## src/egmc_pkg.sv

```systemverilog
/*
  Constants and types for the group 0 main control block of the echo canceller.
  Assumes a 20 MHz reference clock and byte-wide host register access.
*/
package egmc_pkg;

  // Host port geometry
  localparam int EGMC_ADDR_W = 12;
  localparam int EGMC_DATA_W = 8;
  localparam logic [11:0] EGMC_MAIN_CTRL0_ADDR = 12'h400;
  localparam logic [7:0] EGMC_MAIN_CTRL0_RESET = 8'h00;
  localparam logic [7:0] EGMC_UNMAPPED_READ = 8'h00;

  // Canceller register windows: 16 groups of 64 bytes below the main controls
  localparam int EGMC_GROUPS = 16;
  localparam logic [11:0] EGMC_GROUP_WINDOW_LIMIT = 12'h400;
  localparam logic [11:0] EGMC_GROUP0_WINDOW_LIMIT = 12'h040;
  localparam int EGMC_GROUP_SEL_LSB = 6;
  localparam int EGMC_GROUP_SEL_W = 4;

  // Field positions in the main control byte
  localparam int EGMC_BIT_WRITE_ALL = 7;
  localparam int EGMC_BIT_OUT_DRIVE_EN = 6;
  localparam int EGMC_BIT_GLOBAL_IRQ_MASK = 5;
  localparam int EGMC_BIT_TONE_MASK_B = 4;
  localparam int EGMC_BIT_TONE_MASK_A = 3;
  localparam int EGMC_BIT_FORMAT = 2;
  localparam int EGMC_BIT_LAW = 1;
  localparam int EGMC_BIT_POWER_UP = 0;

  // Timing: initialization lasts two frames; bypass delay is two frames
  localparam logic [1:0] EGMC_INIT_FRAMES = 2'h2;
  localparam int EGMC_BYPASS_FRAMES = 2;
  localparam int EGMC_SAMPLE_W = 8;
  localparam int EGMC_WORD_W = 16;

  // Power state of the group
  typedef enum logic [2:0] {
    EGMC_PWR_DOWN = 3'b001,
    EGMC_PWR_INIT = 3'b010,
    EGMC_PWR_RUN = 3'b100
  } egmc_pwr_t;

endpackage

```

## src/echo_group_main_control.sv

```systemverilog
/*
  Group 0 main control register of the echo canceller and the group's
  power, bypass, interrupt-mask and output-drive logic.
  The coding and law bits are only handed on to the cancellers; nothing here
  converts samples.
  Assumes a byte host port on ref_clk, PCM samples one word per frame from
  logic on the same clock, and asynchronous pins for frame sync and drive enable.
  Limitations a user must know:
  - clearing the power-up bit during initialization aborts it to power down;
  - the bypass or canceller source is latched per sample at accept, so a mode
    change in mid-stream mixes the two sources for a few words;
  - with write-all set only the group 0 window strobes, then all groups at once;
  - tone interrupts are held off whenever the group is not running.
*/
// Summary of operation
// With bit 7 set, writes to the group 0 window strobe all sixteen groups alike.
// Receive-out and send-out drive only while bit 6 and the drive-enable pin are high.
// The drive-enable bit exists only in the group 0 main control register.
// Bit 5 set suppresses tone detector interrupts from every canceller.
// Bit 4 set masks the tone interrupt of canceller B.
// Bit 3 set masks the tone interrupt of canceller A.
// Bit 2 selects G.711 companded coding when set, sign-magnitude when clear.
// Bit 1 selects A-law when set, mu-law when clear.
// Bit 0 high runs the group; low powers it down and bypasses PCM with two frames delay.
// A rising edge of bit 0 starts an initialization restoring defaults and clearing taps.
// Initialization ends within two frames and the host waits that long before setup.
// The register sits at 400 hex, is 8-bit read/write, and resets to 00 hex.
// A tone interrupt leaves only when neither the global nor its own mask is set.
`timescale 1ns/1ns
`default_nettype none
module echo_group_main_control
  import egmc_pkg::*;
(
  input wire logic ref_clk,
  input wire logic reset,
  // Host register port
  input wire logic [EGMC_ADDR_W-1:0] hostAddr,
  input wire logic [EGMC_DATA_W-1:0] hostWrData,
  input wire logic hostWrite,
  input wire logic hostRead,
  output logic [EGMC_DATA_W-1:0] hostRdData,
  output logic hostRdValid,
  // Write strobes toward the per-group canceller register files
  output logic [EGMC_GROUPS-1:0] groupWriteSel,
  output logic writeAllActive,
  // Pins
  input wire logic outputDriveEnablePin,
  input wire logic frameSyncPin,
  // Configuration toward the group's cancellers
  output logic pcmCompanded,
  output logic lawIsA,
  output logic cancellerRun,
  output logic initStart,
  output logic initBusy,
  // Tone detector interrupts
  input wire logic toneIrqA,
  input wire logic toneIrqB,
  output logic toneIrqOut,
  // PCM input samples, one per frame
  input wire logic sampleValid,
  output logic sampleReady,
  input wire logic [EGMC_SAMPLE_W-1:0] rinSample,
  input wire logic [EGMC_SAMPLE_W-1:0] sinSample,
  input wire logic [EGMC_SAMPLE_W-1:0] ecRoutSample,
  input wire logic [EGMC_SAMPLE_W-1:0] ecSoutSample,
  // PCM output samples
  output logic outValid,
  input wire logic outReady,
  output logic [EGMC_SAMPLE_W-1:0] routSample,
  output logic [EGMC_SAMPLE_W-1:0] soutSample,
  output logic routOe,
  output logic soutOe
);

  typedef struct packed {
    // Control byte and host read-back
    logic [EGMC_DATA_W-1:0] ctrl;
    logic [EGMC_DATA_W-1:0] rdData;
    logic rdValid;
    // Group write strobes
    logic [EGMC_GROUPS-1:0] wrSel;
    // Power sequencing
    egmc_pwr_t pwr;
    logic [1:0] frameCnt;
    logic initStart;
    // Pin synchronisers and frame edge history
    logic [1:0] odeSync;
    logic [1:0] frameSync;
    logic frameSeen;
    // Sample pipeline and bypass slot
    logic slot;
    logic pendValid;
    logic pendBypass;
    logic [EGMC_WORD_W-1:0] pendWord;
    // Registered pin controls
    logic oe;
    logic irq;
  } egmc_state_t;

  egmc_state_t st_reg;
  egmc_state_t st_next;

  logic ctrlHit;
  logic [EGMC_DATA_W-1:0] wrMerged;
  logic frameEdge;
  logic bypass;
  logic accept;
  logic bufInReady;
  logic bufInValid;
  logic [EGMC_WORD_W-1:0] bufInWord;
  logic [EGMC_WORD_W-1:0] memRdWord;
  logic [EGMC_WORD_W-1:0] bufOutWord;
  logic [EGMC_GROUP_SEL_W-1:0] groupIdx;
  logic inGroupWindow;
  logic inGroup0Window;
  logic [EGMC_GROUPS-1:0] groupHit;
  logic ctrlWrite;
  logic [1:0] frameCntInc;
  logic initDone;
  logic pendTaken;
  logic driveEnable;
  logic toneGateA;
  logic toneGateB;
  logic toneAny;

  // Host decode
  assign ctrlHit = (hostAddr == EGMC_MAIN_CTRL0_ADDR);
  assign ctrlWrite = hostWrite && ctrlHit;
  assign wrMerged = hostWrData;
  assign groupIdx = hostAddr[EGMC_GROUP_SEL_LSB +: EGMC_GROUP_SEL_W];
  assign inGroupWindow = (hostAddr < EGMC_GROUP_WINDOW_LIMIT);
  assign inGroup0Window = (hostAddr < EGMC_GROUP0_WINDOW_LIMIT);

  // Per-group strobe: own window, or the group 0 window for every group under write-all
  for (genvar g = 0; g < EGMC_GROUPS; g++) begin : g_group_hit
    assign groupHit[g] = st_reg.ctrl[EGMC_BIT_WRITE_ALL] ? inGroup0Window
      : (groupIdx == EGMC_GROUP_SEL_W'(g));
  end

  // Frame edge seen from the second synchroniser stage and a history bit
  assign frameEdge = st_reg.frameSync[1] && !st_reg.frameSeen;

  // Frame count during initialization; done on the second synchronised frame edge
  assign frameCntInc = st_reg.frameCnt + 2'h1;
  assign initDone = frameEdge && (frameCntInc == EGMC_INIT_FRAMES);

  // Bypass while the group is not running
  assign bypass = (st_reg.pwr != EGMC_PWR_RUN);

  // One sample pair per frame; the pipeline stage and buffer stall the source
  assign sampleReady = bufInReady && !st_reg.pendValid;
  assign accept = sampleValid && sampleReady;

  // Word for the output buffer: delayed input in bypass, canceller output otherwise
  assign bufInValid = st_reg.pendValid;
  assign bufInWord = st_reg.pendBypass ? memRdWord : st_reg.pendWord;

  // Pending word leaves once the buffer has room
  assign pendTaken = st_reg.pendValid && bufInReady;

  // Output drive: register bit AND synchronised pin
  assign driveEnable = st_reg.ctrl[EGMC_BIT_OUT_DRIVE_EN] && st_reg.odeSync[1];

  // Interrupt gating: per-canceller masks, then the global mask over both
  assign toneGateA = toneIrqA && !st_reg.ctrl[EGMC_BIT_TONE_MASK_A];
  assign toneGateB = toneIrqB && !st_reg.ctrl[EGMC_BIT_TONE_MASK_B];
  assign toneAny = (toneGateA || toneGateB) && !st_reg.ctrl[EGMC_BIT_GLOBAL_IRQ_MASK];

  // Next-state logic
  always_comb begin
    st_next = st_reg;
    st_next.initStart = 1'b0;
    st_next.rdValid = 1'b0;
    st_next.wrSel = '0;

    // Pin synchronisers
    st_next.odeSync = {st_reg.odeSync[0], outputDriveEnablePin};
    st_next.frameSync = {st_reg.frameSync[0], frameSyncPin};
    st_next.frameSeen = st_reg.frameSync[1];

    // Register write: all eight bits are held, reset value 00
    if (ctrlWrite) begin
      st_next.ctrl = wrMerged;
    end

    // Register read: mapped address returns the byte, others read as zero
    if (hostRead) begin
      st_next.rdValid = 1'b1;
      st_next.rdData = ctrlHit ? st_reg.ctrl : EGMC_UNMAPPED_READ;
    end

    // Canceller window writes: strobes from the per-group decode
    if (hostWrite && inGroupWindow) begin
      st_next.wrSel = groupHit;
    end

    // Power sequencing of the group
    case (st_reg.pwr)
      EGMC_PWR_DOWN: begin
        if (st_reg.ctrl[EGMC_BIT_POWER_UP]) begin
          st_next.pwr = EGMC_PWR_INIT;
          st_next.initStart = 1'b1;
          st_next.frameCnt = 2'h0;
        end
      end
      EGMC_PWR_INIT: begin
        if (!st_reg.ctrl[EGMC_BIT_POWER_UP]) begin
          st_next.pwr = EGMC_PWR_DOWN;
        end else if (frameEdge) begin
          st_next.frameCnt = frameCntInc;
          if (initDone) begin
            st_next.pwr = EGMC_PWR_RUN;
          end
        end
      end
      EGMC_PWR_RUN: begin
        if (!st_reg.ctrl[EGMC_BIT_POWER_UP]) begin
          st_next.pwr = EGMC_PWR_DOWN;
        end
      end
      default: begin
        st_next.pwr = EGMC_PWR_DOWN;
      end
    endcase

    // Sample pipeline: capture on accept, hand to buffer once it takes it
    if (accept) begin
      st_next.pendValid = 1'b1;
      st_next.pendBypass = bypass;
      st_next.pendWord = {ecRoutSample, ecSoutSample};
      st_next.slot = !st_reg.slot;
    end else if (pendTaken) begin
      st_next.pendValid = 1'b0;
    end

    // Output drive: register bit AND synchronised pin
    st_next.oe = driveEnable;

    // Interrupt gating, held off while the tone detectors are down
    st_next.irq = toneAny;
    if (bypass) begin
      st_next.irq = 1'b0; // Tone detectors are off while not running
    end
  end

  // State register
  always_ff @(posedge ref_clk) begin
    if (reset) begin
      st_reg <= '0;
      st_reg.ctrl <= EGMC_MAIN_CTRL0_RESET;
      st_reg.pwr <= EGMC_PWR_DOWN;
    end else begin
      st_reg <= st_next;
    end
  end

  // Two-frame delay line for the bypass path
  egmc_delay_mem u_delay (
    .ref_clk(ref_clk),
    .reset(reset),
    .wrEn(accept),
    .slot(st_reg.slot),
    .wrWord({rinSample, sinSample}),
    .rdWord(memRdWord)
  );

  // Output buffer absorbing receiver stalls
  egmc_skid_buf u_buf (
    .ref_clk(ref_clk),
    .reset(reset),
    .inValid(bufInValid),
    .inReady(bufInReady),
    .inWord(bufInWord),
    .outValid(outValid),
    .outReady(outReady),
    .outWord(bufOutWord)
  );

  // Host read-back
  assign hostRdData = st_reg.rdData;
  assign hostRdValid = st_reg.rdValid;

  // Group strobes and mode bits toward the cancellers
  assign groupWriteSel = st_reg.wrSel;
  assign writeAllActive = st_reg.ctrl[EGMC_BIT_WRITE_ALL];
  assign pcmCompanded = st_reg.ctrl[EGMC_BIT_FORMAT];
  assign lawIsA = st_reg.ctrl[EGMC_BIT_LAW];

  // Power state
  assign cancellerRun = (st_reg.pwr == EGMC_PWR_RUN);
  assign initStart = st_reg.initStart;
  assign initBusy = (st_reg.pwr == EGMC_PWR_INIT);

  // Gated tone interrupt
  assign toneIrqOut = st_reg.irq;

  // PCM words from the buffer and the drive enables
  assign routSample = bufOutWord[EGMC_WORD_W-1 -: EGMC_SAMPLE_W];
  assign soutSample = bufOutWord[EGMC_SAMPLE_W-1:0];
  assign routOe = st_reg.oe;
  assign soutOe = st_reg.oe;

endmodule
`default_nettype wire

```

## src/egmc_delay_mem.sv

```systemverilog
/*
  Two-word memory holding PCM words for the two-frame bypass delay.
  Assumes one clock; read data come from a register, read happens before write.
*/
`timescale 1ns/1ns
`default_nettype none
module egmc_delay_mem
  import egmc_pkg::*;
(
  input wire logic ref_clk,
  input wire logic reset,
  input wire logic wrEn,
  input wire logic slot,
  input wire logic [EGMC_WORD_W-1:0] wrWord,
  output logic [EGMC_WORD_W-1:0] rdWord
);

  typedef struct packed {
    logic [EGMC_BYPASS_FRAMES-1:0][EGMC_WORD_W-1:0] mem;
    logic [EGMC_WORD_W-1:0] rd;
  } egmc_mem_t;

  egmc_mem_t st_reg;
  egmc_mem_t st_next;

  // Old contents of the slot leave on the same access that overwrites it
  always_comb begin
    st_next = st_reg;
    if (wrEn) begin
      st_next.rd = st_reg.mem[slot];
      st_next.mem[slot] = wrWord;
    end
  end

  // State register
  always_ff @(posedge ref_clk) begin
    if (reset) begin
      st_reg <= '0;
    end else begin
      st_reg <= st_next;
    end
  end

  assign rdWord = st_reg.rd;

endmodule
`default_nettype wire

```

## src/egmc_skid_buf.sv

```systemverilog
/*
  Two-entry buffer with valid/ready on both sides for PCM output words.
  Assumes one clock; a receiver stall fills it and then drops inReady.
*/
`timescale 1ns/1ns
`default_nettype none
module egmc_skid_buf
  import egmc_pkg::*;
(
  input wire logic ref_clk,
  input wire logic reset,
  input wire logic inValid,
  output logic inReady,
  input wire logic [EGMC_WORD_W-1:0] inWord,
  output logic outValid,
  input wire logic outReady,
  output logic [EGMC_WORD_W-1:0] outWord
);

  typedef struct packed {
    logic [1:0][EGMC_WORD_W-1:0] ent;
    logic [1:0] count;
  } egmc_buf_t;

  egmc_buf_t st_reg;
  egmc_buf_t st_next;
  logic push;
  logic pop;

  // Handshakes: full at two entries, empty at zero
  assign inReady = (st_reg.count != 2'h2);
  assign outValid = (st_reg.count != 2'h0);
  assign outWord = st_reg.ent[0];
  assign push = inValid && inReady;
  assign pop = outValid && outReady;

  // Entry 0 is the head; a pop shifts entry 1 down
  always_comb begin
    st_next = st_reg;
    if (pop) begin
      st_next.ent[0] = st_reg.ent[1];
    end
    if (push) begin
      if (pop) begin
        st_next.ent[st_reg.count - 2'h1] = inWord;
      end else begin
        st_next.ent[st_reg.count[0]] = inWord;
      end
    end
    st_next.count = st_reg.count + {1'b0, push} - {1'b0, pop};
  end

  // State register
  always_ff @(posedge ref_clk) begin
    if (reset) begin
      st_reg <= '0;
    end else begin
      st_reg <= st_next;
    end
  end

endmodule
`default_nettype wire
```

## config.mk

```make
export PLATFORM = sky130hd
export DESIGN_NAME = echo_group_main_control
export DESIGN_NICKNAME = d
export VERILOG_FILES = /design/src/egmc_pkg.sv /design/src/echo_group_main_control.sv /design/src/egmc_delay_mem.sv /design/src/egmc_skid_buf.sv
export SDC_FILE = /design/constraint.sdc
export NUM_CORES = 1
export LEC_CHECK = 0
export BUFFER_PORTS_ARGS = -buffer_cell sky130_fd_sc_hd__buf_2
export CAP_MARGIN = 40
export CORE_ASPECT_RATIO = 1.4
export CORE_MARGIN = 1.5
export CORE_UTILIZATION = 50
export CTS_CLUSTER_SIZE = 28
export DETAILED_ROUTE_END_ITERATION = 6
export PLACE_DENSITY = 0.69
export SYNTH_ARGS = -nofsm -noshare
export SYNTH_HDL_FRONTEND = slang
export SYNTH_HIERARCHICAL = 1
export SYNTH_SLANG_ARGS = --single-unit
```

## constraint.sdc

```tcl
create_clock -name ref_clk -period 2.5 [get_ports ref_clk]
set_input_delay 0.125 -clock ref_clk [delete_from_list [all_inputs] [get_ports ref_clk]]
set_output_delay 0.125 -clock ref_clk [all_outputs]
set_load 0.005 [all_outputs]
```

==> run_results.csv <==
group,metric,value,unit
cts,cts_sinks,147,
power_and_ir_drop,peakVddDrop,0.4578,mV
routing,drtIter0Drc,273,
routing,num_vias,5332,
global_routing,grt_pass1_wl,24050,µm
power_and_ir_drop,pwr-share-comb,16.0,%
routing,ant_nets,0,
floorplanning,die_h,140.1,µm
worst_setup_path,max_stage_delay,0.72,ns
power_and_ir_drop,pwr-share-clk,40.4,%
sta,setup_tns,0,ns
sta,worstMarginPinSlew,0.7398,ns
sta,rsz0062_at_grt,"no",
floorplanning,core_area,13000,µm²
floorplanning,initial_utilization,51.68,%
placed_design,hpwl,9990,µm
sta,fin_crit,1.802,ns
status,status,"finished, final reports clean",
sta,max_freq,555.1,MHz
logic_synthesis,syn_area_per_cell,8.768,µm²
logic_synthesis,ys_seq_elements,147,
floorplanning,die_x,101.0,µm
placed_design,dpl_worst_slack,0.7515,ns
power_and_ir_drop,power.density,748.8,nW/µm²
routing,wire_per_inst,13.95,µm
power_and_ir_drop,p_sw,1.573,mW
sta,slew_headroom,50.57,%
sta,holdWs,0.04377,ns
final_layout,nNetsFinal,909,
sta,setup_viol,0,
placed_design,place.gp.congestion,0.8331,
worst_setup_path,critical_path_arrival,2.09,ns
power_and_ir_drop,p_leak,3.189,nW
min_path,hold_class,"input pin to flop",
cts,cts_setup_buffers,0,
final_layout,fill_cells,1179,
sta,post-route-period-util,72.06,%
worst_setup_path,cp_max_fo,15,
logic_synthesis,yosys_warnings,6,
global_routing,grt_util_all_layers,21.10,%
power_and_ir_drop,intPower,4.304,mW
final_layout,layout_common_cells,"nand2_1 (159), dfxtp_1 (147), buf_2 (112)",
cts,ctsLongestPathBuffers,2,
final_layout,drive_gt1_share,22.84,%
global_routing,grt_pass1_vias,5109,
worst_setup_path,critPathRequiredTime,2.79,ns
placed_design,port-buffer-count,113,
sta,slew_violations,0,
global_routing,grt_remaining_overflow,0,
power_and_ir_drop,seqPwrFrac,43.6,%
cts,cts_root_buf,"clkbuf_16",
final_layout,largest_reg_flops,32,
logic_synthesis,synth_ff_type,"dfxtp_1",
logic_synthesis,syn_area,6716,µm²
logic_synthesis,synth_seq_area_share,43.82,%
routing,totalWireLength,14460,µm
routing,vias_per_cell,5.147,
cts,cts_buffers,17,
floorplanning,rows,49,
worst_setup_path,worst_setup_path_end_kind,"flop",
logic_synthesis,synth-edff-count,0,
sta,layout_setup_ws,0.6984,ns
cts,cts_resized,0,
worst_setup_path,start_kind,"flop",
cts,clkTransAtPathRegs,0.06,ns
global_routing,grt_max_degree,46,
logic_synthesis,async_flop_share,0,%
floorplanning,ioPinCount,114,
power_and_ir_drop,finalPower,5.877,mW
sta,skew,0.007549,ns
floorplanning,dieArea,14150,µm²
routing,drc_errors,0,
flow_run,maxCapViolCount,0,
worst_setup_path,cp_slowest_cell,"dfxtp_1",
cts,clk_latency,0.41,ns
logic_synthesis,yosysUniqueCellTypes,54,
logic_synthesis,syn_nets,830,
worst_setup_path,worstPathCellList,"mux2_2, o21ai_0, o2bb2ai_1, o31ai_1",
cts,cts_tree,"built",
cts,htree_levels,4,
final_layout,antenna_cells,0,
placed_design,dp.cells,961,
final_layout,syn_to_final_growth,16.86,%
global_routing,antenna_found_initial,0,
sta,hold_violations,0,
worst_setup_path,crit_type,"flop to flop",
final_layout,layout_commonest_cell,"nand2_1",
routing,drtPass1Iterations,5,
logic_synthesis,netlist_instances,766,
final_layout,instances_no_fill,1036,
power_and_ir_drop,sw_frac_of_total,26.77,%
-- per-layer routing --
| metal | GRT usage [%] | wire length [µm] |
|---|---|---|
| met1 | 26.45 | 6337 |
| met2 | 35.85 | 7179 |
| met3 | 4.741 | 735 |
| met4 | 6.579 | 203 |
| met5 | 0 | 0 |
-- Yosys cell counts, types with 8 or more instances --
cell type / number / area, µm²
nand2b_1: 13 / 81.33
buf_2: 12 / 60.06
nand4_1: 8 / 50.05
nor2_1: 36 / 135.1
dfxtp_1: 147 / 2943
a21oi_1: 93 / 465.5
a21oi_2: 11 / 96.34
mux2i_1: 39 / 390.4
nor2b_1: 14 / 87.58
buf_4: 64 / 480.5
nand2_1: 159 / 596.8
o31ai_1: 8 / 60.06
a211oi_1: 26 / 195.2
clkbuf_1: 22 / 82.58
mux2_2: 17 / 191.4
and2_1: 9 / 56.30
-- power by group through the flow --
stage,Clock [mW],Sequential [mW],Combinational [mW]
final,2.37,2.57,0.937
after global routing,2.52,2.58,1.03
after CTS,2.42,2.57,0.931
after detailed placement,0,2.62,0.873
after global placement,0,2.61,0.851
after floorplan,0,2.59,0.777
-- kinds of logic (layout without fill, tap and decap cells) --
group / Yosys count / count (layout) / synth area share [%]
buffers and inverters: 118 / 210 / 11.83
muxes: 56 / 56 / 8.662
DFF: 147 / 147 / 43.82
adders and majority gates: 2 / 2 / 0.3725
xor gates and xnor gates: 3 / 3 / 0.3913
and+or+nand+nor: 267 / 267 / 18.57
AOI/OAI and AO/OA: 173 / 173 / 16.36
-- area by class of cell --
cell class	count	area, µm²	area share [%]
clock buffers	19	452.9	5.771
clock inverters	13	110.1	1.403
inverters	6	22.52	0.2869
multi-input cells	501	2979	37.96
flip-flops and latches	147	2943	37.49
well taps	178	222.7	2.838
repair buffers	172	1119	14.25
-- critical path: cells and delay by family (launching register included) --
| kind | cells | cell delay, ns |
|---|---|---|
| mux | 1 | 0.45 |
| compound gates | 3 | 0.51 |
| flops | 1 | 0.72 |
-- path summary, 6_finish.rpt --
kind         slack, ns  cells after the start                end        start
max               0.70                      4   u_buf/outWord[8]   st_reg[18]
min               0.04                      3  groupWriteSel[15]  hostAddr[9]
max reg2reg       0.70                      4   u_buf/outWord[8]   st_reg[18]
min reg2reg       0.45                      1        st_next[21]  st_next[23]
-- metrics by stage --
step           util [%]  area, µm²
6_report          60.39       7849
5_1_grt           60.39       7849
4_1_cts           60.39       7849
3_5_place_dp      52.74       6855
3_3_place_gp      52.74       6855
2_1_floorplan         -       6716
-- what timing repair did --
item,4_1_cts,5_1_grt
hold buffers,43,0
hold endpoints to repair,59,0
setup endpoints to repair,0,0
Note: power is estimated with default switching activity, not from simulation.
